==> src/cmp_timer_pkg.sv <==
/*
 * Package for the dual-mode compare timer: register offsets, field
 * positions, reset values and the power-state enumeration.
 * Assumes a 32-bit APB slave with byte-wide registers in the low bits.
 */
package cmp_timer_pkg;

	// register byte offsets
	localparam logic [7:0] OFS_CONTROL = 8'h00;
	localparam logic [7:0] OFS_CTRL_STATUS = 8'h04;
	localparam logic [7:0] OFS_COUNTER_HIGH = 8'h08;
	localparam logic [7:0] OFS_COUNTER_LOW = 8'h0C;
	localparam logic [7:0] OFS_COMPARE_HIGH = 8'h10;
	localparam logic [7:0] OFS_COMPARE_LOW = 8'h14;
	localparam logic [7:0] OFS_CONFIG = 8'h18;

	// control register fields
	localparam int CTL_HIGH_LEVEL = 7;
	localparam int CTL_HIGH_SEL_TOP = 6;
	localparam int CTL_HIGH_SEL_LO = 4;
	localparam int CTL_LOW_LEVEL = 3;
	localparam int CTL_LOW_SEL_TOP = 2;
	localparam int CTL_LOW_SEL_LO = 0;

	// control/status register fields
	localparam int ST_HIGH_OVF = 7;
	localparam int ST_HIGH_MATCH = 6;
	localparam int ST_HIGH_OVIE = 5;
	localparam int ST_HIGH_CLR = 4;
	localparam int ST_LOW_OVF = 3;
	localparam int ST_LOW_MATCH = 2;
	localparam int ST_LOW_OVIE = 1;
	localparam int ST_LOW_CLR = 0;

	// config register fields
	localparam int CFG_EDGE_SEL = 0;
	localparam int CFG_LOW_IRQ_EN = 1;
	localparam int CFG_HIGH_IRQ_EN = 2;

	// reset values
	localparam logic [15:0] RST_COUNTER = 16'h0000;
	localparam logic [15:0] RST_COMPARE = 16'hFFFF;
	localparam logic [7:0] RST_BYTE_REG = 8'h00;
	localparam logic [4:0] RST_DIVIDER = 5'h00;

	localparam logic [7:0] BYTE_ONES = 8'hFF;
	localparam logic [15:0] WORD_ONES = 16'hFFFF;

	typedef enum logic [2:0] {
		PM_ACTIVE,
		PM_SLEEP,
		PM_WATCH,
		PM_SUBACTIVE,
		PM_SUBSLEEP,
		PM_STANDBY
	} power_mode_t;

endpackage

==> src/dual_mode_compare_timer.sv <==
/*
 * Dual-mode compare timer: 16-bit counter with compare register, or two
 * independent 8-bit counters, behind an APB slave with byte registers.
 * Assumes one clock (ref_clk), asynchronous active-high reset, an
 * asynchronous external event pin and a power-state input from the core.
 */
// Local design decisions: the register addresses and the APB slave port.
`timescale 1ns/1ps
module dual_mode_compare_timer
	import cmp_timer_pkg::*;
(
	// clock and reset
	input wire logic ref_clk,
	input wire logic rst,
	// apb slave
	input wire logic psel,
	input wire logic penable,
	input wire logic pwrite,
	input wire logic [7:0] paddr,
	input wire logic [31:0] pwdata,
	output logic [31:0] prdata,
	output logic pready,
	output logic pslverr,
	// pins and system
	input wire logic external_event_input,
	input wire power_mode_t power_mode,
	output logic high_compare_output,
	output logic low_compare_output,
	output logic high_irq_req,
	output logic low_irq_req
);

	logic [15:0] wide_counter;
	logic [15:0] wide_compare_reg;
	logic [7:0] timer_control_reg;
	logic [7:0] timer_ctrl_status_reg;
	logic [7:0] config_reg;
	logic [7:0] temp_byte;
	logic [4:0] divider;
	logic event_meta;
	logic event_sync;
	logic event_prev;
	logic [3:0] flags;
	logic [3:0] clear_armed;
	logic [3:0] flag_set;
	logic [3:0] flag_wbit;

	logic wr_access;
	logic rd_setup;
	logic addr_hit;
	logic eight_bit_mode;
	logic counter_run;
	logic ext_edge;
	logic low_tick;
	logic high_tick;
	logic low_match;
	logic high_match;
	logic wide_match;
	logic low_ovf;
	logic high_ovf;
	logic [7:0] read_mux;
	logic [7:0] next_status_bits;

	// picks one divider tap; shared by both halves
	function automatic logic prescale_tick(input logic [1:0] sel, input logic [4:0] div);
		case (sel)
			2'h0: prescale_tick = &div[4:0];
			2'h1: prescale_tick = &div[3:0];
			2'h2: prescale_tick = &div[1:0];
			default: prescale_tick = div[0];
		endcase
	endfunction

	function automatic logic is_wr(input logic [7:0] addr, input logic [7:0] ofs, input logic acc);
		is_wr = acc && (addr == ofs);
	endfunction

	assign wr_access = psel && penable && pwrite;
	assign rd_setup = psel && !penable && !pwrite;
	assign eight_bit_mode = timer_control_reg[CTL_HIGH_SEL_TOP];
	assign counter_run = (power_mode == PM_ACTIVE) || (power_mode == PM_SLEEP);

	// free-running prescaler
	always_ff @(posedge ref_clk or posedge rst) begin
		if (rst) begin
			divider <= RST_DIVIDER;
		end else begin
			divider <= divider + 5'h01;
		end
	end

	// event pin synchroniser and edge detector
	always_ff @(posedge ref_clk or posedge rst) begin
		if (rst) begin
			event_meta <= 1'b0;
			event_sync <= 1'b0;
			event_prev <= 1'b0;
		end else begin
			event_meta <= external_event_input;
			event_sync <= event_meta;
			event_prev <= event_sync;
		end
	end

	// edge select 1 counts rising, 0 falling
	assign ext_edge = config_reg[CFG_EDGE_SEL] ? (event_sync && !event_prev)
		: (!event_sync && event_prev);

	always_comb begin
		if (!timer_control_reg[CTL_LOW_SEL_TOP]) begin
			low_tick = counter_run && ext_edge;
		end else begin
			low_tick = counter_run
				&& prescale_tick(timer_control_reg[CTL_LOW_SEL_LO +: 2], divider);
		end
		high_tick = counter_run && eight_bit_mode
			&& prescale_tick(timer_control_reg[CTL_HIGH_SEL_LO +: 2], divider);
	end

	// match events fire on the count that leaves the matching value
	always_comb begin
		low_match = low_tick && (wide_counter[7:0] == wide_compare_reg[7:0])
			&& !is_wr(paddr, OFS_COMPARE_LOW, wr_access);
		wide_match = low_tick && (wide_counter == wide_compare_reg)
			&& !is_wr(paddr, OFS_COMPARE_LOW, wr_access);
		high_match = eight_bit_mode ? (high_tick && (wide_counter[15:8] == wide_compare_reg[15:8])
			&& !is_wr(paddr, OFS_COMPARE_HIGH, wr_access)) : wide_match;
		low_ovf = low_tick && (wide_counter[7:0] == BYTE_ONES)
			&& !is_wr(paddr, OFS_COUNTER_LOW, wr_access);
		if (eight_bit_mode) begin
			high_ovf = high_tick && (wide_counter[15:8] == BYTE_ONES)
				&& !is_wr(paddr, OFS_COUNTER_HIGH, wr_access);
		end else begin
			high_ovf = low_tick && (wide_counter == WORD_ONES)
				&& !is_wr(paddr, OFS_COUNTER_LOW, wr_access);
		end
	end

	// counter
	always_ff @(posedge ref_clk or posedge rst) begin
		if (rst) begin
			wide_counter <= RST_COUNTER;
		end else if (eight_bit_mode) begin
			if (is_wr(paddr, OFS_COUNTER_LOW, wr_access)) begin
				wide_counter[7:0] <= pwdata[7:0];
			end else if (low_tick) begin
				if (low_match && timer_ctrl_status_reg[ST_LOW_CLR]) begin
					wide_counter[7:0] <= 8'h00;
				end else begin
					wide_counter[7:0] <= wide_counter[7:0] + 8'h01;
				end
			end
			if (is_wr(paddr, OFS_COUNTER_HIGH, wr_access)) begin
				wide_counter[15:8] <= pwdata[7:0];
			end else if (high_tick) begin
				if (high_match && timer_ctrl_status_reg[ST_HIGH_CLR]) begin
					wide_counter[15:8] <= 8'h00;
				end else begin
					wide_counter[15:8] <= wide_counter[15:8] + 8'h01;
				end
			end
		end else begin
			if (is_wr(paddr, OFS_COUNTER_LOW, wr_access)) begin
				wide_counter <= {temp_byte, pwdata[7:0]};
			end else if (low_tick) begin
				if (wide_match && timer_ctrl_status_reg[ST_HIGH_CLR]) begin
					wide_counter <= 16'h0000;
				end else begin
					// carry into upper byte only on lower byte rollover
					wide_counter <= wide_counter + 16'h0001;
				end
			end
		end
	end

	// compare register
	always_ff @(posedge ref_clk or posedge rst) begin
		if (rst) begin
			wide_compare_reg <= RST_COMPARE;
		end else if (eight_bit_mode) begin
			if (is_wr(paddr, OFS_COMPARE_LOW, wr_access)) begin
				wide_compare_reg[7:0] <= pwdata[7:0];
			end
			if (is_wr(paddr, OFS_COMPARE_HIGH, wr_access)) begin
				wide_compare_reg[15:8] <= pwdata[7:0];
			end
		end else if (is_wr(paddr, OFS_COMPARE_LOW, wr_access)) begin
			wide_compare_reg <= {temp_byte, pwdata[7:0]};
		end
	end

	// temporary byte for paired accesses
	always_ff @(posedge ref_clk or posedge rst) begin
		if (rst) begin
			temp_byte <= 8'h00;
		end else if (!eight_bit_mode) begin
			if (is_wr(paddr, OFS_COUNTER_HIGH, wr_access) || is_wr(paddr, OFS_COMPARE_HIGH, wr_access)) begin
				temp_byte <= pwdata[7:0];
			end else if (is_wr(paddr, OFS_COUNTER_HIGH, rd_setup)) begin
				temp_byte <= wide_counter[7:0];
			end
		end
	end

	// control and config registers
	always_ff @(posedge ref_clk or posedge rst) begin
		if (rst) begin
			timer_control_reg <= RST_BYTE_REG;
			config_reg <= RST_BYTE_REG;
		end else begin
			if (is_wr(paddr, OFS_CONTROL, wr_access)) begin
				timer_control_reg <= pwdata[7:0];
			end
			if (is_wr(paddr, OFS_CONFIG, wr_access)) begin
				config_reg <= {5'h00, pwdata[2:0]};
			end
		end
	end

	// flag order: high ovf, high match, low ovf, low match
	assign flag_set = {high_ovf, high_match, low_ovf, low_match};
	assign flag_wbit = {pwdata[ST_HIGH_OVF], pwdata[ST_HIGH_MATCH], pwdata[ST_LOW_OVF], pwdata[ST_LOW_MATCH]};

	genvar gi;
	generate
		for (gi = 0; gi < 4; gi++) begin : g_flag
			always_ff @(posedge ref_clk or posedge rst) begin
				if (rst) begin
					flags[gi] <= 1'b0;
					clear_armed[gi] <= 1'b0;
				end else begin
					if (flag_set[gi]) begin
						flags[gi] <= 1'b1;
					end else if (is_wr(paddr, OFS_CTRL_STATUS, wr_access) && clear_armed[gi]
						&& !flag_wbit[gi]) begin
						flags[gi] <= 1'b0;
					end
					if (is_wr(paddr, OFS_CTRL_STATUS, rd_setup) && flags[gi]) begin
						clear_armed[gi] <= 1'b1;
					end else if (is_wr(paddr, OFS_CTRL_STATUS, wr_access)) begin
						clear_armed[gi] <= 1'b0;
					end
				end
			end
		end
	endgenerate

	// enable and clear bits of the status register
	always_ff @(posedge ref_clk or posedge rst) begin
		if (rst) begin
			next_status_bits <= RST_BYTE_REG;
		end else if (is_wr(paddr, OFS_CTRL_STATUS, wr_access)) begin
			next_status_bits <= {2'h0, pwdata[5:4], 2'h0, pwdata[1:0]};
		end
	end

	assign timer_ctrl_status_reg = {flags[3], flags[2], next_status_bits[5:4],
		flags[1], flags[0], next_status_bits[1:0]};

	// compare output pins
	always_ff @(posedge ref_clk or posedge rst) begin
		if (rst) begin
			high_compare_output <= 1'b0;
			low_compare_output <= 1'b0;
		end else if (is_wr(paddr, OFS_CONTROL, wr_access)) begin
			high_compare_output <= pwdata[CTL_HIGH_LEVEL];
			low_compare_output <= pwdata[CTL_LOW_LEVEL];
		end else begin
			if (high_match) begin
				high_compare_output <= !high_compare_output;
			end
			if (low_match) begin
				low_compare_output <= !low_compare_output;
			end
		end
	end

	// interrupt requests
	always_ff @(posedge ref_clk or posedge rst) begin
		if (rst) begin
			high_irq_req <= 1'b0;
			low_irq_req <= 1'b0;
		end else begin
			high_irq_req <= config_reg[CFG_HIGH_IRQ_EN] && (timer_ctrl_status_reg[ST_HIGH_MATCH]
				|| (timer_ctrl_status_reg[ST_HIGH_OVF] && timer_ctrl_status_reg[ST_HIGH_OVIE]));
			low_irq_req <= config_reg[CFG_LOW_IRQ_EN] && (timer_ctrl_status_reg[ST_LOW_MATCH]
				|| (timer_ctrl_status_reg[ST_LOW_OVF] && timer_ctrl_status_reg[ST_LOW_OVIE]));
		end
	end

	// read mux and bus answer
	always_comb begin
		addr_hit = 1'b1;
		case (paddr)
			OFS_CONTROL: read_mux = timer_control_reg;
			OFS_CTRL_STATUS: read_mux = timer_ctrl_status_reg;
			OFS_COUNTER_HIGH: read_mux = wide_counter[15:8];
			OFS_COUNTER_LOW: read_mux = eight_bit_mode ? wide_counter[7:0] : temp_byte;
			OFS_COMPARE_HIGH: read_mux = wide_compare_reg[15:8];
			OFS_COMPARE_LOW: read_mux = wide_compare_reg[7:0];
			OFS_CONFIG: read_mux = config_reg;
			default: begin
				read_mux = 8'h00;
				addr_hit = 1'b0;
			end
		endcase
	end

	always_ff @(posedge ref_clk or posedge rst) begin
		if (rst) begin
			prdata <= 32'h00000000;
		end else if (rd_setup) begin
			prdata <= {24'h000000, read_mux};
		end
	end

	assign pready = 1'b1;
	assign pslverr = psel && penable && !addr_hit;
endmodule

==> config.mk <==
export PLATFORM = sky130hd
export DESIGN_NAME = dual_mode_compare_timer
export DESIGN_NICKNAME = d
export VERILOG_FILES = /design/src/cmp_timer_pkg.sv /design/src/dual_mode_compare_timer.sv
export SDC_FILE = /design/constraint.sdc
export NUM_CORES = 1
export LEC_CHECK = 0
export BUFFER_PORTS_ARGS = -buffer_cell sky130_fd_sc_hd__buf_2
export CAP_MARGIN = 30
export CORE_AREA = 8 8 129 131
export DETAILED_ROUTE_END_ITERATION = 16
export DIE_AREA = 0 0 137 139
export GPL_ROUTABILITY_DRIVEN = 0
export RECOVER_POWER = 25
export SYNTH_ARGS = -nofsm -noshare
export SYNTH_HDL_FRONTEND = slang
export SYNTH_SLANG_ARGS = --single-unit
export TNS_END_PERCENT = 5
==> constraint.sdc <==
create_clock -name ref_clk -period 2.95 [get_ports ref_clk]
set_clock_uncertainty 0.1 [all_clocks]
set_input_delay 0.59 -clock ref_clk [delete_from_list [all_inputs] [get_ports ref_clk]]
set_output_delay 0.59 -clock ref_clk [all_outputs]
set_load 0.01 [all_outputs]
==> impl_summary.txt <==
----------------------------------------------------
[Power]
  Peak VDD IR ... 0.275 mV
  Leakage ... ~2.4 nW
  Power density over cell area ... ~510 nW/µm²

[Outcome]
  Outcome ... finished, violations left
  Violated checks ... capacitance limit, slew limit

[Critical path]
  Worst path slowest cell ... sky130_fd_sc_hd__a21oi_1
  Largest fanout on the critical path ... 7
  Reg-to-reg startpoint ... divider[0]
  Minimum setup slack among reg-to-reg paths ... between 300 and 400 ps
  CP Launch Point ... divider[0]
  R2R Path End ... wide_counter[12]
  Critical path startpoint category ... flop
  Peak per-stage delay on the critical path ... 520 ps
  Critical path data arrival time ... roughly 2700 ps
  Worst R2R Path Depth ... 8
  Start-to-end type of the worst setup path ... reg -> reg
  Kind of end point of the critical path ... flop
  WP data required ... slightly above 3000 ps
  Critical path, cell by cell ... ha_1 -> nand3_1 -> a221oi_2 -> buf_4 -> nor3_1 -> a21oi_1 -> o21ai_0 -> a32oi_1

[Synthesis]
  FFs w/ async S/R, synth ... 100%
  Leading post-synthesis cells by instance count ... sky130_fd_sc_hd__nand2_1, sky130_fd_sc_hd__dfrtp_1, sky130_fd_sc_hd__nor2_1, sky130_fd_sc_hd__a21oi_1, sky130_fd_sc_hd__buf_4
  Yosys cell types ... 69
  Syn. warnings ... 0
  Most frequent cell after synthesis ... sky130_fd_sc_hd__nand2_1
  Synth area leader ... sky130_fd_sc_hd__dfrtp_1
  Number of synthesized flops with an enable pin ... 0
  Syn Inst Count ... approximately 540
  Register area share after synthesis ... a little over two fifths
  Flip-flop cell with the highest count after synthesis ... sky130_fd_sc_hd__dfrtp_1
  Fraction of synthesized cell area taken by the top area cell type ... 33.5%
  #FFs+latches synth ... 83
  Cells taking the most area after synthesis ... sky130_fd_sc_hd__dfrtp_1, sky130_fd_sc_hd__dfstp_2, sky130_fd_sc_hd__nand2_1
  Avg Synthesized Cell Area ... ~9 µm²
  Post-Syn Area ... 5010 µm²

[Clocking]
  Post-CTS setup buffer count ... 0
  Number of clock sinks seen by CTS ... 83
  CTS buffer count ... 9
  Later-pin clock latency in the skew report ... roughly 340 ps
  Number of hold buffers added after cts ... 0
  Clock transition at the registers of the reported paths ... about 60 ps
  Buffer type at the clock tree root ... sky130_fd_sc_hd__clkbuf_16
  Buffers from clock root to sink, at most ... 2
  H-tree depth ... 3
  Number of instances resized during post-cts repair ... 0
  TritonCTS clock tree ... built

[Timing]
  Setup total negative slack ... 0 ps
  Share of the clock period used by the worst path after layout ... about 87%
  Pins Over Slew Limit ... 33
  Final hold violations ... 0
  Timing-limited maximum frequency ... between 0.3 and 0.4 GHz
  Transition at the pin with the smallest max-transition slack ... 1690 ps
  Setup repair after global routing missed its margin ... no
  Slew Limit Headroom ... -13.6%
  Final Setup Violations ... 0
  Final critical delay including setup and external delays ... around 2600 ps

[Drt]
  Detailed-routed wire length on met3 ... 1250 µm
  Pre-Repair DR Iteration Count ... 6
  Total number of vias ... about 4300
  Count of unresolved DRC violations after routing ... 0
  Starting DRT DRC Count ... between 400 and 500
  Via density ... 5.55
  Uppermost layer routed ... met4
  Post-detailed-route count of antenna-violating nets ... 0
  Met2 layer wire length in the routed design ... roughly 7000 µm
  WL final ... 15200 µm
  Met1 WL ... 6580 µm
  Post-DR wirelength/cell ... ~20 µm

[Global route]
  Overall overflow remaining after global route ... 0
  Overall track demand over capacity in global routing ... around 16%
  Global-route wire length before repair ... around 24000 µm
  Vias in the first global route ... 4208
  Antenna violations before repair ... 0
  Largest net degree at the start of global routing ... between 50 and 60

[Final layout]
  Post-layout instance area ... roughly 5700 µm²
  Layout-stage area growth over the synthesis result ... 13.1%
  Diodes inserted ... 0
  Share of cells above drive strength 1 ... a little over a fifth
  Fill cells ... between 1500 and 2000
  Final layout net count ... around 630

[Floorplan]
  Initial Util ... 33.9%
  Num ports ... between 80 and 90
  Die Width ... approximately 140 µm
  Chip height ... between 100 and 150 µm
  Standard cell core area ... 14800 µm²
  Number of rows created at floorplan ... 45
  Die Footprint ... 19000 µm²

[Worst hold path]
  Start point of the worst min-delay path ... event_meta
  Path type of the worst min-delay path ... reg -> reg
  Hold Path Sink ... event_sync
  Worst Hold Depth ... 0

[Placement]
  Count of buffers inserted at the top-level ports ... 36
  Total half-perimeter wirelength after legalization and detailed placement ... 11300 µm
  Post-placement cell area ... 5360 µm²

[Run]
  Number of max-cap violations ... 1

----------------------------------------------------
-- layout make-up --
cell class / instances / area (µm²) / share of cell area, %
Clock buffer: 11 / 243 / 4.29
Tap cell: 188 / 235 / 4.15
Clock inverter: 5 / 60.1 / 1.06
Inverter: 10 / 38.8 / 0.685
Timing Repair Buffer: 62 / 388 / 6.85
Sequential cell: 83 / 2100 / 37.0
Multi-Input combinational cell: 414 / 2600 / 45.9
-- critical path: cells and delay by family (launching register included) --
kind,cells,cell delay (ps)
adders and majority gates,1,270
and+or+nand+nor,2,250
DFF,1,420
AOI/OAI and AO/OA,4,1250
buffers and inverters,1,190
-- how the worst max path moves through the flow --
stage / cells past startpoint / slack (ps) / end
final: 8 / 370 / wide_counter[12]
after floorplan: 1 / 150 / clear_armed[0]
after global placement: 7 / 320 / wide_counter[12]
after CTS: 8 / 410 / wide_counter[12]
after detailed placement: 8 / 230 / wide_counter[11]
after global routing: 8 / 190 / wide_counter[11]
-- per-stage QoR --
step | util, % | total power (W) | worst slack (ps) | hold WS, ps | std cells
5_1_grt | 38.4 | 0.00302 | 193 | 250 | 773
3_5_place_dp | 36.3 | 0.00176 | 232 | 237 | 757
3_3_place_gp | 36.3 | 0.00174 | 316 | 232 | 757
6_report | 38.4 | 0.00289 | 372 | 249 | 773
2_1_floorplan | - | 0.00162 | 150 | 231 | 565
4_1_cts | 38.4 | 0.00291 | 407 | 233 | 773
-- power breakdown --
group / internal, W / leakage [nW] / switching [W] / total, W
registers: 0.00121 / 1.02 / 0.0000994 / 0.00131
logic: 0.000174 / 1.26 / 0.000261 / 0.000435
clock network: 0.000682 / 0.146 / 0.000459 / 0.00114
-- routing by layer --
| layer | global-route usage, % | vias to the layer above |
|---|---|---|
| li1 | - | 1965 |
| met1 | 21.5 | 2107 |
| met2 | 24.4 | 186 |
| met3 | 3.70 | 33 |
| met4 | 6.12 | 0 |
| met5 | 0 | - |
-- kinds of logic after synthesis --
logic type                 count (synthesis)  synth area share, %
and+or+nand+nor                          197                 20.5
AOI/OAI and AO/OA                        134                 18.0
DFF                                       83                 41.9
buffers and inverters                     68                 8.00
xor gates and xnor gates                  29                 5.07
muxes                                     26                 5.65
adders and majority gates                  3                0.750
other                                      2                0.150
-- layout by cell type, fill, tap and decap left out, drive strengths merged, types with 11 or more instances in the layout --
cell type   n
a221oi     11
nor2       51
a21oi      40
xor2       21
dfrtp      67
a31oi      14
nand2      69
dfstp      16
mux2i      11
clkbuf     11
conb       25
buf        62
nand3      15
mux2       15
o21ai      21
Power figures use the tool's default switching activity.
